## config.mk

```make
export PLATFORM = sky130hd
export DESIGN_NAME = aseq_top
export DESIGN_NICKNAME = d
export VERILOG_FILES = /design/src/aseq_pkg.sv /design/src/aseq_top.sv
export SDC_FILE = /design/constraint.sdc
export NUM_CORES = 1
export LEC_CHECK = 0
export BUFFER_PORTS_ARGS = -buffer_cell sky130_fd_sc_hd__buf_2
export CAP_MARGIN = 20
export CORE_MARGIN = 1.5
export CORE_UTILIZATION = 25
export DETAILED_ROUTE_END_ITERATION = 10
export SETUP_SLACK_MARGIN = 0.4
export SLEW_MARGIN = 20
export SYNTH_ARGS = -nofsm -noshare
export SYNTH_HDL_FRONTEND = slang
export SYNTH_SLANG_ARGS = --single-unit
```

## constraint.sdc

```tcl
create_clock -name aclk -period 9.5 [get_ports aclk]
set_input_delay 0.95 -clock aclk [delete_from_list [all_inputs] [get_ports aclk]]
set_output_delay 0.95 -clock aclk [all_outputs]
set_load 0.02 [all_outputs]
```

## src/aseq_pkg.sv

```systemverilog
/*
  Shared constants for the converter sampling sequencer: register map,
  field positions, reset values, timing counts and the sequencer states.
  Assumes a 40 MHz system clock and a 32-bit AXI4-Lite register bus.
*/
package aseq_pkg;
  // ==========================================================
  // Bus and register map
  localparam int AW = 8;
  localparam logic [7:0] OFF_CTRL1 = 8'h00;
  localparam logic [7:0] OFF_CTRL3 = 8'h04;
  localparam logic [7:0] OFF_SWTRIG = 8'h08;
  localparam logic [7:0] OFF_STATUS = 8'h0C;
  localparam logic [7:0] OFF_MASK = 8'h10;
  localparam logic [7:0] OFF_RES_A = 8'h14;
  localparam logic [7:0] OFF_RES_B = 8'h18;
  localparam logic [1:0] RESP_OK = 2'h0;
  localparam logic [1:0] RESP_ERR = 2'h2;

  // ==========================================================
  // Fields of converter_control_reg_one
  localparam int C1_CHAN_LSB = 0;
  localparam int C1_MODE_BIT = 4;
  localparam int C1_CONT_BIT = 5;
  localparam int C1_EXT_EN_BIT = 6;
  localparam int C1_EV_EN_BIT = 7;
  localparam int C1_ACQ_LSB = 8;
  localparam logic [31:0] C1_RST = 32'h0000_0000;
  localparam logic [31:0] C1_WMASK = 32'h0000_0FFF;

  // ==========================================================
  // Fields of analog_power_control_reg
  localparam int C3_DIV_LSB = 0;
  localparam int C3_REF_BIT = 5;
  localparam int C3_BG_BIT = 6;
  localparam int C3_CORE_BIT = 7;
  localparam logic [31:0] C3_RST = 32'h0000_0000;
  localparam logic [31:0] C3_WMASK = 32'h0000_00EF;

  // ==========================================================
  // Status, mask and software trigger
  localparam int ST_A_BIT = 0;
  localparam int ST_B_BIT = 1;
  localparam int ST_BUSY_BIT = 8;
  localparam int SW_GO_BIT = 0;
  localparam logic [1:0] MASK_RST = 2'h0;

  // ==========================================================
  // Timing, in converter clocks unless noted; IRQ_LAG counts system clocks
  localparam int DELAY_HALVES = 5;
  localparam int SEQ_GAP_CLKS = 1;
  localparam int SIM_GAP_CLKS = 2;
  localparam int RES_A_LAT = 4;
  localparam int RES_B_LAT = 5;
  localparam int IRQ_LAG = 2;
  localparam int PIPE_N = RES_B_LAT;

  typedef enum logic [1:0] {ST_IDLE, ST_DELAY, ST_HOLD, ST_GAP} aseq_state_t;
endpackage : aseq_pkg

```

## src/aseq_top.sv

```systemverilog
/*
  Sampling sequencer for a 12-bit pipelined converter with 16 inputs,
  with an AXI4-Lite register slave and one level interrupt.
  Assumes an analog front end that presents the quantised value of the
  selected channels on conv_in_a/conv_in_b, and synchronous triggers.
*/
`timescale 1ns/1ps
module aseq_top
  import aseq_pkg::*;
(
  input wire logic aclk,
  input wire logic aresetn,
  input wire logic [AW-1:0] awaddr,
  input wire logic awvalid,
  output logic awready,
  input wire logic [31:0] wdata,
  input wire logic [3:0] wstrb,
  input wire logic wvalid,
  output logic wready,
  output logic [1:0] bresp,
  output logic bvalid,
  input wire logic bready,
  input wire logic [AW-1:0] araddr,
  input wire logic arvalid,
  output logic arready,
  output logic [31:0] rdata,
  output logic [1:0] rresp,
  output logic rvalid,
  input wire logic rready,
  input wire logic [1:0] event_manager_triggers,
  input wire logic external_conversion_start,
  input wire logic [11:0] conv_in_a,
  input wire logic [11:0] conv_in_b,
  output logic sample_hold,
  output logic sample_strobe,
  output logic [3:0] mux_a_sel,
  output logic [3:0] mux_b_sel,
  output logic irq
);
  // ==========================================================
  // Declarations
  logic awready_q, aw_full_q, wready_q, w_full_q, bvalid_q, arready_q, rvalid_q;
  logic [AW-1:0] awaddr_q;
  logic [31:0] wdata_q, rdata_q;
  logic [3:0] wstrb_q;
  logic [1:0] bresp_q, rresp_q;
  logic [31:0] ctrl1_q, ctrl3_q;
  logic [1:0] mask_q, sts_q, sts_clr;
  logic sw_go_q, irq_q;
  logic [1:0] ev_prev_q;
  logic ext_prev_q;
  aseq_state_t st_q;
  logic [4:0] hcnt_q, hold_last, gap_last;
  logic [3:0] div_cnt_q, acq_q, mux_a_q, mux_b_q;
  logic hph_q, sh_q, strobe_q, sim_q;
  logic pv_q [PIPE_N];
  logic pm_q [PIPE_N];
  logic [11:0] pa_q [PIPE_N];
  logic [11:0] pb_q [PIPE_N];
  logic [11:0] res_a_q, res_b_q;
  logic [IRQ_LAG-1:0] lag_a_q, lag_b_q;
  logic wr_do, core_on, trig, accept, half_tick, conv_edge, cap, upd_a, upd_b, busy;

  // ==========================================================
  // Decoding helpers
  function automatic logic is_mapped(input logic [AW-1:0] a);
    return a inside {OFF_CTRL1, OFF_CTRL3, OFF_SWTRIG, OFF_STATUS, OFF_MASK,
                     OFF_RES_A, OFF_RES_B};
  endfunction : is_mapped

  function automatic logic [31:0] merge(input logic [31:0] old, input logic [31:0] d,
                                        input logic [3:0] be);
    logic [31:0] r;
    r = old;
    for (int i = 0; i < 4; i++) begin
      if (be[i]) begin
        r[8*i +: 8] = d[8*i +: 8];
      end
    end
    return r;
  endfunction : merge

  function automatic logic [31:0] rd_word(input logic [AW-1:0] a);
    logic [31:0] r;
    r = 32'h0000_0000;
    case (a)
      OFF_CTRL1: r = ctrl1_q;
      OFF_CTRL3: r = ctrl3_q;
      OFF_STATUS: begin
        r[ST_B_BIT:ST_A_BIT] = sts_q;
        r[ST_BUSY_BIT] = busy;
      end
      OFF_MASK: r[1:0] = mask_q;
      OFF_RES_A: r[11:0] = res_a_q;
      OFF_RES_B: r[11:0] = res_b_q;
      default: r = 32'h0000_0000;
    endcase
    return r;
  endfunction : rd_word

  // ==========================================================
  // AXI4-Lite slave; address and data may arrive in either order
  assign wr_do = aw_full_q && w_full_q && !bvalid_q;

  always_ff @(posedge aclk) begin
    if (!aresetn) begin
      awready_q <= 1'b0;
      aw_full_q <= 1'b0;
      awaddr_q <= '0;
      wready_q <= 1'b0;
      w_full_q <= 1'b0;
      wdata_q <= 32'h0000_0000;
      wstrb_q <= 4'h0;
      bvalid_q <= 1'b0;
      bresp_q <= RESP_OK;
    end else begin
      if (awvalid && awready_q) begin
        aw_full_q <= 1'b1;
        awaddr_q <= awaddr;
        awready_q <= 1'b0;
      end else if (wr_do) begin
        aw_full_q <= 1'b0;
      end else if (!aw_full_q) begin
        awready_q <= 1'b1;
      end
      if (wvalid && wready_q) begin
        w_full_q <= 1'b1;
        wdata_q <= wdata;
        wstrb_q <= wstrb;
        wready_q <= 1'b0;
      end else if (wr_do) begin
        w_full_q <= 1'b0;
      end else if (!w_full_q) begin
        wready_q <= 1'b1;
      end
      if (wr_do) begin
        bvalid_q <= 1'b1;
        bresp_q <= is_mapped(awaddr_q) ? RESP_OK : RESP_ERR;
      end else if (bvalid_q && bready) begin
        bvalid_q <= 1'b0;
      end
    end
  end

  always_ff @(posedge aclk) begin
    if (!aresetn) begin
      arready_q <= 1'b0;
      rvalid_q <= 1'b0;
      rdata_q <= 32'h0000_0000;
      rresp_q <= RESP_OK;
    end else if (arvalid && arready_q) begin
      arready_q <= 1'b0;
      rvalid_q <= 1'b1;
      rdata_q <= rd_word(araddr);
      rresp_q <= is_mapped(araddr) ? RESP_OK : RESP_ERR;
    end else if (rvalid_q && rready) begin
      rvalid_q <= 1'b0;
      arready_q <= 1'b1;
    end else if (!rvalid_q) begin
      arready_q <= 1'b1;
    end
  end

  // ==========================================================
  // Control registers
  always_ff @(posedge aclk) begin
    if (!aresetn) begin
      ctrl1_q <= C1_RST;
      ctrl3_q <= C3_RST;
      mask_q <= MASK_RST;
      sw_go_q <= 1'b0;
    end else begin
      sw_go_q <= wr_do && awaddr_q == OFF_SWTRIG && wstrb_q[0] && wdata_q[SW_GO_BIT];
      if (wr_do && awaddr_q == OFF_CTRL1) begin
        ctrl1_q <= merge(ctrl1_q, wdata_q, wstrb_q) & C1_WMASK;
      end
      // Power bits are independent flops; clearing them all at once is legal
      if (wr_do && awaddr_q == OFF_CTRL3) begin
        ctrl3_q <= merge(ctrl3_q, wdata_q, wstrb_q) & C3_WMASK;
      end
      if (wr_do && awaddr_q == OFF_MASK && wstrb_q[0]) begin
        mask_q <= wdata_q[1:0];
      end
    end
  end

  // ==========================================================
  // Trigger sources; the core must be powered for a trigger to count
  assign core_on = ctrl3_q[C3_CORE_BIT];
  assign trig = sw_go_q
    || (ctrl1_q[C1_EV_EN_BIT] && |(event_manager_triggers & ~ev_prev_q))
    || (ctrl1_q[C1_EXT_EN_BIT] && external_conversion_start && !ext_prev_q);
  assign accept = core_on && trig;

  always_ff @(posedge aclk) begin
    if (!aresetn) begin
      ev_prev_q <= 2'h0;
      ext_prev_q <= 1'b0;
    end else begin
      ev_prev_q <= event_manager_triggers;
      ext_prev_q <= external_conversion_start;
    end
  end

  // ==========================================================
  // Sequencer, stepped in half converter clocks
  // Converter clock period is 2*(div+1) system clocks, never above half rate
  assign half_tick = div_cnt_q == ctrl3_q[C3_DIV_LSB +: 4];
  assign conv_edge = half_tick && !hph_q && core_on && !accept;
  assign hold_last = {acq_q, 1'b1};
  assign gap_last = sim_q ? 5'(2 * SIM_GAP_CLKS - 1) : 5'(2 * SEQ_GAP_CLKS - 1);
  assign cap = half_tick && core_on && !accept && st_q == ST_HOLD && hcnt_q == hold_last;

  always_ff @(posedge aclk) begin
    if (!aresetn) begin
      st_q <= ST_IDLE;
      hcnt_q <= 5'h00;
      div_cnt_q <= 4'h0;
      hph_q <= 1'b0;
      sh_q <= 1'b0;
      strobe_q <= 1'b0;
      acq_q <= 4'h0;
      sim_q <= 1'b0;
      mux_a_q <= 4'h0;
      mux_b_q <= 4'h0;
    end else begin
      strobe_q <= 1'b0;
      if (!core_on) begin
        st_q <= ST_IDLE;
        sh_q <= 1'b0;
      end else if (accept) begin
        // Restart all timing so the delay to sampling is exact
        st_q <= ST_DELAY;
        hcnt_q <= 5'h00;
        div_cnt_q <= 4'h0;
        hph_q <= 1'b0;
        sh_q <= 1'b0;
        acq_q <= ctrl1_q[C1_ACQ_LSB +: 4];
        sim_q <= ctrl1_q[C1_MODE_BIT];
        if (ctrl1_q[C1_MODE_BIT]) begin
          mux_a_q <= {1'b0, ctrl1_q[C1_CHAN_LSB +: 3]};
          mux_b_q <= {1'b1, ctrl1_q[C1_CHAN_LSB +: 3]};
        end else begin
          mux_a_q <= ctrl1_q[C1_CHAN_LSB +: 4];
          mux_b_q <= ctrl1_q[C1_CHAN_LSB +: 4];
        end
      end else begin
        div_cnt_q <= half_tick ? 4'h0 : div_cnt_q + 4'h1;
        if (half_tick) begin
          hph_q <= ~hph_q;
          hcnt_q <= hcnt_q + 5'h01;
          case (st_q)
            ST_IDLE: hcnt_q <= 5'h00;
            ST_DELAY: begin
              if (hcnt_q == 5'(DELAY_HALVES - 1)) begin
                st_q <= ST_HOLD;
                hcnt_q <= 5'h00;
                sh_q <= 1'b1;
              end
            end
            ST_HOLD: begin
              if (hcnt_q == hold_last) begin
                st_q <= ST_GAP;
                hcnt_q <= 5'h00;
                sh_q <= 1'b0;
                strobe_q <= 1'b1;
              end
            end
            ST_GAP: begin
              if (hcnt_q == gap_last) begin
                hcnt_q <= 5'h00;
                if (ctrl1_q[C1_CONT_BIT]) begin
                  st_q <= ST_HOLD;
                  sh_q <= 1'b1;
                end else begin
                  st_q <= ST_IDLE;
                end
              end
            end
            default: st_q <= ST_IDLE;
          endcase
        end
      end
    end
  end

  // ==========================================================
  // Conversion pipeline: sample enters stage 0, A leaves stage 3, B stage 4
  for (genvar g = 0; g < PIPE_N; g++) begin : g_pipe
    // Clamped so stage 0 never names an index below the array
    localparam int PREV = (g > 0) ? g - 1 : 0;
    always_ff @(posedge aclk) begin
      if (!aresetn || accept || !core_on) begin
        pv_q[g] <= 1'b0;
        pm_q[g] <= 1'b0;
        pa_q[g] <= 12'h000;
        pb_q[g] <= 12'h000;
      end else if (conv_edge) begin
        if (g == 0) begin
          pv_q[g] <= cap;
          pm_q[g] <= sim_q;
          pa_q[g] <= conv_in_a;
          pb_q[g] <= conv_in_b;
        end else begin
          pv_q[g] <= pv_q[PREV];
          pm_q[g] <= pm_q[PREV];
          pa_q[g] <= pa_q[PREV];
          pb_q[g] <= pb_q[PREV];
        end
      end
    end
  end

  assign upd_a = conv_edge && pv_q[RES_A_LAT-1];
  assign upd_b = conv_edge && pv_q[RES_B_LAT-1] && pm_q[RES_B_LAT-1];
  assign busy = st_q != ST_IDLE || pv_q[0] || pv_q[1] || pv_q[2] || pv_q[3] || pv_q[4];

  always_ff @(posedge aclk) begin
    if (!aresetn) begin
      res_a_q <= 12'h000;
      res_b_q <= 12'h000;
    end else begin
      if (upd_a) begin
        res_a_q <= pa_q[RES_A_LAT-1];
      end
      if (upd_b) begin
        res_b_q <= pb_q[RES_B_LAT-1];
      end
    end
  end

  // ==========================================================
  // Interrupts; flags lag the result so software never reads a stale word
  assign sts_clr = (wr_do && awaddr_q == OFF_STATUS && wstrb_q[0]) ? wdata_q[1:0] : 2'h0;

  always_ff @(posedge aclk) begin
    if (!aresetn) begin
      lag_a_q <= '0;
      lag_b_q <= '0;
      sts_q <= 2'h0;
      irq_q <= 1'b0;
    end else begin
      lag_a_q <= {lag_a_q[IRQ_LAG-2:0], upd_a};
      lag_b_q <= {lag_b_q[IRQ_LAG-2:0], upd_b};
      // Set beats clear so a flag raised during the clear write survives
      sts_q <= (sts_q & ~sts_clr) | {lag_b_q[IRQ_LAG-1], lag_a_q[IRQ_LAG-1]};
      irq_q <= |(sts_q & mask_q);
    end
  end

  // ==========================================================
  // Outputs
  assign awready = awready_q;
  assign wready = wready_q;
  assign bvalid = bvalid_q;
  assign bresp = bresp_q;
  assign arready = arready_q;
  assign rvalid = rvalid_q;
  assign rdata = rdata_q;
  assign rresp = rresp_q;
  assign sample_hold = sh_q;
  assign sample_strobe = strobe_q;
  assign mux_a_sel = mux_a_q;
  assign mux_b_sel = mux_b_q;
  assign irq = irq_q;

  // ==========================================================
  // Checks
  logic [15:0] since_acc_q, sh_len_q, fs_q, ra_gap_q;
  logic fsm_q, fra_q, frb_q, ra_seen_q;
  logic [4:0] half_len;
  assign half_len = 5'(ctrl3_q[C3_DIV_LSB +: 4]) + 5'h01;

  always_ff @(posedge aclk) begin
    if (!aresetn) begin
      since_acc_q <= 16'h0000;
      sh_len_q <= 16'h0000;
      fs_q <= 16'h0000;
      ra_gap_q <= 16'h0000;
      fsm_q <= 1'b0;
      fra_q <= 1'b0;
      frb_q <= 1'b0;
      ra_seen_q <= 1'b0;
    end else begin
      since_acc_q <= accept ? 16'h0001 : since_acc_q + 16'h0001;
      sh_len_q <= sh_q ? sh_len_q + 16'h0001 : 16'h0000;
      fs_q <= (cap && fsm_q) ? 16'h0001 : fs_q + 16'h0001;
      ra_gap_q <= upd_a ? 16'h0001 : ra_gap_q + 16'h0001;
      fsm_q <= accept | (fsm_q & ~cap);
      fra_q <= accept | (fra_q & ~upd_a);
      frb_q <= accept | (frb_q & ~upd_b);
      ra_seen_q <= !accept && (ra_seen_q || upd_a);
    end
  end

  property p_pwr_off;
    @(posedge aclk) disable iff (!aresetn)
    (wr_do && awaddr_q == OFF_CTRL3 && wstrb_q[0] && wdata_q[7:5] == 3'h0)
      |=> ctrl3_q[7:5] == 3'h0 ##1 (st_q == ST_IDLE && !sh_q);
  endproperty
  a_pwr_off: assert property (p_pwr_off) else $error("power down write not obeyed");

  property p_mode_b;
    @(posedge aclk) disable iff (!aresetn) upd_b |-> sim_q;
  endproperty
  a_mode_b: assert property (p_mode_b) else $error("B result in sequential mode");

  property p_ext_start;
    @(posedge aclk) disable iff (!aresetn)
    (core_on && ctrl1_q[C1_EXT_EN_BIT] && external_conversion_start && !ext_prev_q)
      |=> (st_q == ST_DELAY && hcnt_q == 5'h00);
  endproperty
  a_ext_start: assert property (p_ext_start) else $error("external start ignored");

  property p_strobe_fall;
    @(posedge aclk) disable iff (!aresetn) sample_strobe |-> $fell(sample_hold);
  endproperty
  a_strobe_fall: assert property (p_strobe_fall) else $error("sample not at hold fall");

  property p_sh_width;
    @(posedge aclk) disable iff (!aresetn)
    sample_strobe |-> sh_len_q == 2 * (acq_q + 1) * half_len;
  endproperty
  a_sh_width: assert property (p_sh_width) else $error("hold pulse width wrong");

  property p_trig_delay;
    @(posedge aclk) disable iff (!aresetn)
    ($rose(sh_q) && $past(st_q) == ST_DELAY) |-> since_acc_q == DELAY_HALVES * half_len + 1;
  endproperty
  a_trig_delay: assert property (p_trig_delay) else $error("trigger to sample delay");

  property p_first_a;
    @(posedge aclk) disable iff (!aresetn)
    (upd_a && fra_q) |-> fs_q == 2 * RES_A_LAT * half_len;
  endproperty
  a_first_a: assert property (p_first_a) else $error("first A result latency");

  property p_next_seq;
    @(posedge aclk) disable iff (!aresetn)
    (upd_a && ra_seen_q && !sim_q) |-> ra_gap_q == 2 * (2 + acq_q) * half_len;
  endproperty
  a_next_seq: assert property (p_next_seq) else $error("sequential result spacing");

  property p_irq_lag;
    @(posedge aclk) disable iff (!aresetn)
    (upd_a && !sts_q[ST_A_BIT]) |-> ##1 !sts_q[ST_A_BIT] ##2 sts_q[ST_A_BIT];
  endproperty
  a_irq_lag: assert property (p_irq_lag) else $error("A flag timing wrong");

  property p_pair;
    @(posedge aclk) disable iff (!aresetn)
    (sample_strobe && sim_q) |-> (!mux_a_sel[3] && mux_b_sel == {1'b1, mux_a_sel[2:0]});
  endproperty
  a_pair: assert property (p_pair) else $error("channel pair mismatch");

  property p_first_b;
    @(posedge aclk) disable iff (!aresetn)
    (upd_b && frb_q) |-> fs_q == 2 * RES_B_LAT * half_len;
  endproperty
  a_first_b: assert property (p_first_b) else $error("first B result latency");

  property p_restart;
    @(posedge aclk) disable iff (!aresetn)
    accept |=> (div_cnt_q == 4'h0 && !hph_q && !sh_q && !pv_q[0]);
  endproperty
  a_restart: assert property (p_restart) else $error("trigger did not restart");

  property p_cov_seq;
    @(posedge aclk) disable iff (!aresetn) upd_a && !sim_q && ra_seen_q;
  endproperty
  c_cov_seq: cover property (p_cov_seq);

  property p_cov_sim;
    @(posedge aclk) disable iff (!aresetn) upd_b && !frb_q;
  endproperty
  c_cov_sim: cover property (p_cov_sim);

  property p_cov_irq;
    @(posedge aclk) disable iff (!aresetn) $rose(irq_q);
  endproperty
  c_cov_irq: cover property (p_cov_irq);
endmodule : aseq_top

```

==> results.py, run 1 <==
metrics = {
    "clock_tree": {
        "clock_latency_ns": 0.52,
        "postCtsSetupBuffers": 0,
        "cts_buffers": 25,
        "clockBufferDepth": 3,
        "cts_max_level": 1,
        "cts_root_buf": "clkbuf_16",
        "cts_tree": "done",
        "ctsHoldBuffers": 0,
        "cts_resized": 0,
        "path_clk_slew_ns": 0.06,
        "clock-sinks": 241,
    },
    "synthesis": {
        "synth_top_family_by_area": "simple AND/OR/NAND/NOR gates",
        "yosysSeqAreaShare_pct": 59.5,
        "syn_area_per_cell_sq_um": 11.4,
        "syn_inst": 887,
        "synthesis.area_sq_um": 10100,
        "synth_compound_area_share_pct": 10.5,
        "synth_cell_types": 64,
        "synthAdderAreaFrac_pct": 0.992,
        "synth_edf_count": 118,
        "synth-simple-area-share_pct": 19.4,
        "synthMuxAreaShare_pct": 3.86,
        "synth-seq-cells": 241,
        "yosys_most_used_dff": "dfxtp_1",
        "synth_xor_area_share_pct": 1.13,
        "async_flop_share_pct": 0,
        "yosysWarnings": 0,
    },
    "grt": {
        "overflow": 0,
        "antenna_found_initial": 0,
        "track_usage_pct": 9.79,
        "grt_pass1_wl_um": 32400,
        "grt_pass1_vias": 5867,
        "grt_max_degree": 117,
    },
    "setup_path": {
        "r2r_start": "ctrl3_q[3]",
        "rr_endpoint": "pb_q[0][3]",
        "cp.required_ns": 9.63,
        "end_kind": "flop",
        "worstPathMaxFanout": 76,
        "worstSetupEndpoint": "pb_q[0][3]",
        "cp.arrival_ns": 3.13,
        "critical_path_class": "primary input to flop",
        "r2r_cells": 4,
        "r2r_setup_slack_ns": 6.56,
        "startpoint": "external_conversion_start",
        "startpoint_type": "primary input",
    },
    "sta": {
        "rsz0062_at_grt": "no",
        "hold_viol": 0,
        "worst_pin_slew_ns": 0.901,
        "drv_slew": 0,
        "finalSetupTns_ns": 0,
        "period_needed_ns": 2.99,
        "clock_skew_ns": 0.0203,
        "finalSetupViolCount": 0,
        "relSlewSlack_pct": 40.0,
        "max_freq_mhz": 334,
        "final.period_utilization_pct": 31.5,
        "whs_ns": 0.433,
    },
    "run": {
        "drv_cap": 0,
    },
    "placed_design": {
        "numPortBuffers": 93,
        "hpwl_um": 14000,
        "gp_congestion": 0.782,
    },
    "routing": {
        "via_per_inst": 4.18,
        "route.detailed.drc": 0,
        "drt-initial-drc-count": 297,
        "ant_nets": 0,
        "first_pass_iters": 4,
        "finalWirelength_um": 20400,
        "avgRoutedWirePerCell_um": 13.6,
        "vias": 6284,
    },
    "floorplan": {
        "start_util_pct": 25.3,
        "die_w_um": 204,
        "dieArea_sq_um": 41600,
        "rows": 73,
        "die_h_um": 204,
        "ios": 138,
        "core_sq_um": 39800,
    },
    "power_and_ir_drop": {
        "vdd_drop_max_mv": 0.123,
        "power.total_mw": 2.12,
        "leakage_nw": 4.66,
        "power_density_nw_per_um2": 180,
    },
    "finish": {
        "drive_above_1_share_pct": 15.4,
        "finalNetCount": 1057,
        "final_cell_mix": "and2_1, dfxtp_1, edfxtp_1",
        "final_common_cell": "and2_1",
        "regArea_sq_um": 6010,
        "multi_input_area_sq_um": 3710,
        "diodes": 0,
        "syn_to_final_growth_pct": 16.6,
        "n_fill_cell": 4098,
    },
    "run_status": {
        "status": "completed",
    },
    "worst_hold_path": {
        "hold_class": "flop to flop",
    },
}
==> how the worst min path moves through the flow <==
stage / start / to / slack [ns] / cells after the start
after detailed placement: lag_a_q[0] / lag_a_q[1] / 0.42 / 1
after global routing: lag_b_q[0] / lag_b_q[1] / 0.47 / 1
after floorplan: lag_a_q[0] / lag_a_q[1] / 0.41 / 1
after CTS: lag_a_q[0] / lag_a_q[1] / 0.44 / 1
final: lag_a_q[0] / lag_a_q[1] / 0.43 / 1
after global placement: lag_a_q[0] / lag_a_q[1] / 0.42 / 1
==> critical path, stage by stage <==
cell,delay (ns)
buf_2,0.08
and3b_1,0.15
or2_0,0.49
nor2_1,0.12
nand3_1,0.18
o21bai_4,0.30
buf_4,0.80
==> sequential cells by signal, summed over array words and instances (netlist names), 4 cells and up <==
name       count
pb_q          60
pa_q          48
ctrl1_q       12
rdata         12
res_a_q       12
res_b_q       12
wdata_q       12
awaddr_q       8
ctrl3_q        7
hcnt_q         5
pm_q           5
pv_q           5
acq_q          4
div_cnt_q      4
mux_a_sel      4
==> per-layer routing <==
metal	vias to the layer above	part of all wire, %	global-route usage, %
met5	-	0	0
met4	0	2.7	3.20
met3	33	4.8	1.56
met2	137	43	15.0
met1	2899	50	14.0
li1	3215	-	-
==> Yosys cell counts (all sizes together), types with 13 or more instances <==
cell type	n	area share, %
a21boi	56	4.2
a21oi	14	0.69
and2	129	8.0
buf	38	2.8
clkbuf	33	1.3
dfxtp	123	24
edfxtp	118	35
inv	13	0.48
mux2i	31	3.1
nand2	69	2.6
nand3	33	1.6
nor2	24	1.1
nor2b	39	2.4
o21ai	44	2.2
==> through the flow <==
stage	instances	instance area [sq um]	utilization, %	setup slack [ns]
after floorplan	908	10200	-	2.51
after global placement	1458	10900	27.4	5.73
after detailed placement	1460	10900	27.5	5.95
after CTS	1504	11700	29.5	6.47
after global routing	1505	11800	29.5	6.30
final	1505	11800	29.5	6.51
==> cells by family after synthesis <==
group	count (synthesis)
multiplexers	38
other	1
adder cells (fa/ha/maj)	8
XOR/XNOR	13
AO/OA/AOI/OAI	157
flip-flops	241
AND/OR/NAND/NOR	345
buffers and inverters	84
==> final cells by class <==
class	instances	area share, %
Multi-Input combinational cell	583	31.6
Clock buffer	34	5.77
Inverter	13	0.415
Sequential cell	241	51.0
Tap cell	525	5.58
Timing Repair Buffer	99	4.55
Clock inverter	10	1.07
==> report_power, final <==
part	switching (mW)	internal (mW)
Sequential	0.00665	1.09
Clock	0.388	0.580
Combinational	0.0377	0.0238
Note: power is estimated with default switching activity, not from simulation.
==> run 2: changes to the inputs <==
--- a/config.mk
+++ b/config.mk
@@ -5,6 +5,7 @@
 export SDC_FILE = /design/constraint.sdc
 export NUM_CORES = 1
 export LEC_CHECK = 0
+export ABC_AREA = 1
 export BUFFER_PORTS_ARGS = -buffer_cell sky130_fd_sc_hd__buf_2
 export CAP_MARGIN = 20
 export CORE_MARGIN = 1.5
==> constraint.sdc (replaced) <==
create_clock -name aclk -period 2.43 [get_ports aclk]
set_input_delay 0.243 -clock aclk [delete_from_list [all_inputs] [get_ports aclk]]
set_output_delay 0.243 -clock aclk [all_outputs]
set_load 0.02 [all_outputs]
==> run 2 against run 1 <==
Against the previous run: non-clock buffer count is 47 higher; sequential power grew to 3.9 times the previous value; via count is 17% higher; hold slack worse by 0.41 ns; worst setup slack worse by 6.0 ns; synthesized cell count is 33% higher; critical endpoint is now rresp[1]; area after synthesis is 1.2% higher; clock power grew to 3.7 times the previous value; clock-buffer cell count is 4 lower.
==> results.py, run 2 <==
metrics = {
    "sta": {
        "relSlewSlack_pct": 48.0,
        "period_needed_ns": 1.93,
        "rsz0062_at_grt": "no",
        "finalSetupViolCount": 0,
        "whs_ns": 0.0187,
        "clock_skew_ns": 0.0121,
        "hold_viol": 0,
        "finalSetupTns_ns": 0,
        "max_freq_mhz": 518,
        "drv_slew": 0,
        "worst_pin_slew_ns": 0.781,
        "final.period_utilization_pct": 79.5,
    },
    "setup_path": {
        "r2r_start": "arready",
        "crit_top_cell": "nand2_1",
        "cp.arrival_ns": 2.37,
        "cp.required_ns": 2.87,
        "path_buf_inv": 1,
        "path_cells": "nand2_1, clkinv_1, nor2_1, nand2_1, o41ai_1",
        "rr_endpoint": "rresp[1]",
        "r2r_cells": 5,
        "end_kind": "flop",
        "worstPathMaxFanout": 10,
        "startpoint_type": "flop",
        "cp_slowest_cell": "nor2_1",
        "slowest_delay_ns": 0.65,
        "critical_path_class": "flop to flop",
        "path_delay_family": "simple AND/OR/NAND/NOR gates",
        "r2r_setup_slack_ns": 0.50,
    },
    "synthesis": {
        "synth.most_common_cell": "nor2_1",
        "syn_inst": 1182,
        "yosysTopAreaCellShare_pct": 34.7,
        "synth_cell_types": 38,
        "yosysTopAreaCell": "edfxtp_1",
        "synth.cells.most_frequent": "nor2_1, inv_1, nand2_1, dfxtp_1, edfxtp_1",
        "synth_edf_count": 118,
        "synth-seq-cells": 241,
        "synth.area.top_cells": "edfxtp_1, dfxtp_1, nor2_1, inv_1, nand2_1",
        "yosys_most_used_dff": "dfxtp_1",
        "syn_area_per_cell_sq_um": 8.64,
        "async_flop_share_pct": 0,
        "yosysSeqAreaShare_pct": 58.8,
        "yosysWarnings": 0,
        "synthesis.area_sq_um": 10200,
    },
    "finish": {
        "diodes": 0,
        "largest_reg_flops": 60,
        "final_common_cell": "nor2_1",
        "n_fill_cell": 4213,
        "finalNonFillerCells": 1857,
        "syn_to_final_growth_pct": 20.7,
        "finalNetCount": 1408,
        "largestRegisters": "pb_q (60), pa_q (48)",
        "regMostFlops": "pb_q",
        "multi_input_area_sq_um": 3010,
        "regArea_sq_um": 6010,
        "final_cell_area_sq_um": 12300,
        "final_cell_mix": "nor2_1, inv_1, nand2_1",
        "drive_above_1_share_pct": 13.0,
    },
    "floorplan": {
        "dieArea_sq_um": 42100,
        "rows": 73,
        "die_w_um": 205,
        "core_sq_um": 40000,
        "start_util_pct": 25.5,
        "die_h_um": 205,
        "ios": 138,
    },
    "routing": {
        "finalWirelength_um": 21700,
        "drt-initial-drc-count": 551,
        "avgRoutedWirePerCell_um": 11.7,
        "via_per_inst": 3.98,
        "vias": 7382,
        "route.detailed.drc": 0,
        "ant_nets": 0,
        "first_pass_iters": 5,
    },
    "grt": {
        "grt_pass1_wl_um": 34500,
        "grt.busiest_layer": "met2",
        "grt_pass1_vias": 6797,
        "use_met1_pct": 13.9,
        "track_usage_pct": 10.3,
        "antenna_found_initial": 0,
        "grt_use_met3_pct": 2.04,
        "overflow": 0,
        "grt_max_degree": 83,
        "grt_util_met2_pct": 16.7,
    },
    "clock_tree": {
        "cts_root_buf": "clkbuf_16",
        "clock-sinks": 241,
        "clockBufferDepth": 3,
        "cts_max_level": 1,
        "cts_tree": "done",
        "clock_latency_ns": 0.54,
        "cts_buffers": 24,
        "path_clk_slew_ns": 0.06,
    },
    "worst_hold_path": {
        "hold_end": "rvalid",
        "hold_class": "primary input to flop",
        "min-delay-start": "rready",
        "holdPathStages": 4,
    },
    "run_status": {
        "status": "completed",
    },
    "placed_design": {
        "numPortBuffers": 93,
        "placedCellCount": 1779,
        "dpl_cell_area_sq_um": 11200,
        "hpwl_um": 14900,
        "gp_congestion": 0.839,
    },
    "power_and_ir_drop": {
        "leakage_nw": 5.22,
        "power_density_nw_per_um2": 662,
        "vdd_drop_max_mv": 0.534,
        "power.total_mw": 8.16,
    },
    "run": {
        "drv_cap": 0,
    },
}
## run 2: power by group
group	switching (mW)	internal, mW	total [mW]
logic	0.187	0.113	0.299
registers	0.0285	4.26	4.29
clock network	1.55	2.02	3.57
total	1.77	6.39	8.16
## run 2: logic make-up (layout without fill, tap and decap cells)
| kind of cell | Yosys count | after routing | synth area share (%) |
|---|---|---|---|
| xor gates and xnor gates | 2 | 2 | 0.172 |
| DFF | 241 | 241 | 58.8 |
| AOI/OAI and AO/OA | 151 | 151 | 7.85 |
| and+or+nand+nor | 482 | 483 | 19.3 |
| buffers and inverters | 297 | 425 | 12.8 |
| adders and majority gates | 8 | 8 | 0.980 |
| other | 1 | 22 | 0.0367 |
## run 2: worst max path at each step
| stage | cells after the start | start | to | slack [ns] |
|---|---|---|---|---|
| after floorplan | 8 | div_cnt_q[1] | pa_q[0][0] | 0.42 |
| after global placement | 9 | event_manager_triggers[0] | pa_q[2][5] | 0.38 |
| after detailed placement | 9 | event_manager_triggers[0] | pb_q[2][7] | 0.36 |
| after CTS | 10 | event_manager_triggers[0] | pb_q[2][2] | 0.41 |
| after global routing | 5 | arready | rdata[11] | 0.40 |
| final | 5 | arready | rresp[1] | 0.50 |
## run 2: metal layers
metal	vias up	routed length, um
met1	3285	10300
met2	164	9880
met3	28	1080
met5	-	0
met4	0	412
li1	3905	-
## run 2: worst reg2reg max path: cells and delay by family (launching register included)
kind | cells | cell delay (ns)
flops | 1 | 0.32
buf+inv | 1 | 0.37
simple gates | 3 | 1.07
compound gates | 1 | 0.09
## run 2: area by class of cell
cell class | instances | area share [%]
timing repair buffer | 146 | 8.18
tap | 525 | 5.33
clock inverter | 14 | 0.883
sequential | 241 | 48.7
multi-input combinational | 666 | 24.4
inverter | 235 | 7.18
clock buffer | 30 | 5.30
## run 2: through the flow
stage / worst slack (ns) / util, %
2_1_floorplan: 0.417 / -
3_3_place_gp: 0.381 / 28.0
3_5_place_dp: 0.355 / 28.0
4_1_cts: 0.411 / 30.6
5_1_grt: 0.402 / 30.8
6_report: 0.499 / 30.8
## run 2: repair_timing
item                       in CTS  in global routing
cloned                          1                  1
setup endpoints to repair      93                178
hold endpoints to repair       28                  0
buffers inserted                0                  4
gates resized for setup         1                  2
pin swaps                       1                  1
hold buffers                   28                  0
==> run 3: changes to the inputs <==
==> constraint.sdc (replaced) <==
create_clock -name aclk -period 1.7 [get_ports aclk]
set_input_delay 0.17 -clock aclk [delete_from_list [all_inputs] [get_ports aclk]]
set_output_delay 0.17 -clock aclk [all_outputs]
set_load 0.02 [all_outputs]
==> run 3 against run 2 <==
Against the previous run: the run now ends with setup timing left; non-clock buffer count rose by 107; fmax rose by 10%; combinational power rose by 86%; critical endpoint is now pb_q[0][9]; global-route usage rose by 0.31 points; critical path depth rose by 5; sequential share of layout area fell by 7.6 points; hold slack improved by 0.037 ns; register-to-register slack got worse by 0.55 ns; cell count rose by 5.9%; first-iteration DRC count fell by 2.7%; power rose by 54%.
==> results.py, run 3 (synthesized netlist as in run 2, its figures left out) <==
metrics = {
    "grt": {
        "antenna_found_initial": 0,
        "grt_pass1_vias": 6967,
        "track_usage_pct": 10.6,
        "grt_pass1_wl_um": 35400,
        "grt_max_degree": 50,
        "overflow": 0,
    },
    "run_status": {
        "violations": "setup timing",
        "status": "finished with violations",
    },
    "setup_path": {
        "cp.arrival_ns": 2.01,
        "startpoint_type": "flop",
        "cp.required_ns": 1.96,
        "worstPathMaxFanout": 6,
        "end_kind": "flop",
        "critical_path_class": "flop to flop",
    },
    "placed_design": {
        "hpwl_um": 15500,
        "numPortBuffers": 93,
        "gp_congestion": 0.831,
        "dpl_cell_area_sq_um": 11600,
    },
    "routing": {
        "ant_nets": 0,
        "drt-initial-drc-count": 536,
        "finalWirelength_um": 25300,
        "avgRoutedWirePerCell_um": 12.9,
        "vias": 8041,
        "route.detailed.drc": 0,
        "first_pass_iters": 5,
        "via_per_inst": 4.09,
    },
    "sta": {
        "hold_viol": 0,
        "final.period_utilization_pct": 103,
        "clock_skew_ns": 0.0165,
        "rsz0062_at_grt": "yes",
        "worst_slack_ns": -0.0558,
        "max_freq_mhz": 570,
        "whs_ns": 0.0554,
        "drv_slew": 0,
        "finalSetupViolCount": 116,
        "period_needed_ns": 1.76,
    },
    "finish": {
        "regMostFlops": "pb_q",
        "largestRegisters": "pb_q (60), pa_q (48)",
        "drive_above_1_share_pct": 31.2,
        "final_common_cell": "inv_1",
        "largest_reg_flops": 60,
        "final_cell_area_sq_um": 14700,
        "finalNetCount": 1518,
        "diodes": 0,
        "syn_to_final_growth_pct": 43.7,
        "final_cell_mix": "inv_1, nand2_1, nor2_1",
    },
    "power_and_ir_drop": {
        "vdd_drop_max_mv": 0.683,
        "power_density_nw_per_um2": 856,
        "leakage_nw": 6.08,
    },
    "floorplan": {
        "die_w_um": 205,
        "start_util_pct": 25.5,
        "rows": 73,
        "die_h_um": 205,
        "ios": 138,
        "core_sq_um": 40000,
        "dieArea_sq_um": 42100,
    },
    "clock_tree": {
        "cts_max_level": 1,
        "clock-sinks": 241,
        "path_clk_slew_ns": 0.06,
        "clockBufferDepth": 3,
        "cts_buffers": 25,
        "cts_root_buf": "clkbuf_16",
        "clock_latency_ns": 0.54,
        "cts_tree": "done",
    },
    "worst_hold_path": {
        "hold_class": "primary input to flop",
    },
    "run": {
        "drv_cap": 0,
    },
}
run 3: cell count changes in the layout (fill, tap and decap cells not counted), sizes merged:
cell / before / now
nand2: 181 / 182
inv: 235 / 234
clkinv: 11 / 8
dlygate4sd3: 28 / 51
clkbuf: 31 / 47
buf: 117 / 187
nand3: 32 / 33
bufinv: 1 / 4
run 3: path summary, 6_finish.rpt:
kind | start | to | slack [ns] | cells after the start
hold / removal | aresetn | st_q[0] | 0.06 | 5
setup / recovery | ev_prev_q[0] | pb_q[0][9] | -0.06 | 10
setup reg to reg | ev_prev_q[0] | pb_q[0][9] | -0.06 | 10
hold reg to reg | lag_b_q[0] | lag_b_q[1] | 0.43 | 2
run 3: area by class of cell:
cell class                      count  area [sq um]
Sequential cell                   241          6040
Clock inverter                     13           189
Tap cell                          525           657
Timing Repair Buffer              253          2400
Multi-Input combinational cell    668          3790
Inverter                          235           896
Fill cell                        3978         25300
Clock buffer                       32           703
run 3: power breakdown:
part           switching (mW)  internal (mW)
clock                    2.31           3.55
sequential             0.0529           6.09
combinational           0.324          0.231
run 3: per-stage QoR:
stage | cells | setup TNS (ns) | utilization (%) | total power [mW] | setup WS, ns
floorplan | 1203 | -19.34 | - | 6.52 | -0.164
global placement | 1814 | -2.67 | 29.1 | 6.65 | -0.0396
detailed placement | 1814 | -0.808 | 29.1 | 6.65 | -0.0216
CTS | 1913 | -0.330 | 32.8 | 12.6 | -0.0165
global route | 1967 | -18.10 | 36.7 | 13.0 | -0.106
finish | 1967 | -2.97 | 36.7 | 12.6 | -0.0558
run 3: critical path, cell delays in order (launching register included):
cell	delay, ns
dfxtp_2	0.32
inv_2	0.03
nand2_2	0.04
o21ai_2	0.05
nand2_1	0.10
nand4_1	0.14
buf_6	0.17
nor2_8	0.14
nand2_8	0.12
nand2_8	0.18
clkbuf_16	0.17
run 3: per-layer routing:
layer | global-route usage (%) | vias to the layer above | share of wire, %
li1 | - | 4130 | -
met1 | 14.5 | 3671 | 45
met2 | 17.4 | 210 | 48
met3 | 2.07 | 30 | 5.7
met4 | 2.01 | 0 | 1.3
met5 | 0 | - | 0
run 3: timing repair:
item / CTS / global route
cloned: 2 / 21
setup buffers: 1 / 33
setup endpoints to repair: 313 / 324
gates resized for setup: 11 / 281
endpoints found under the hold margin: 53 / 0
pin swaps: 13 / 35
hold buffers: 51 / 0
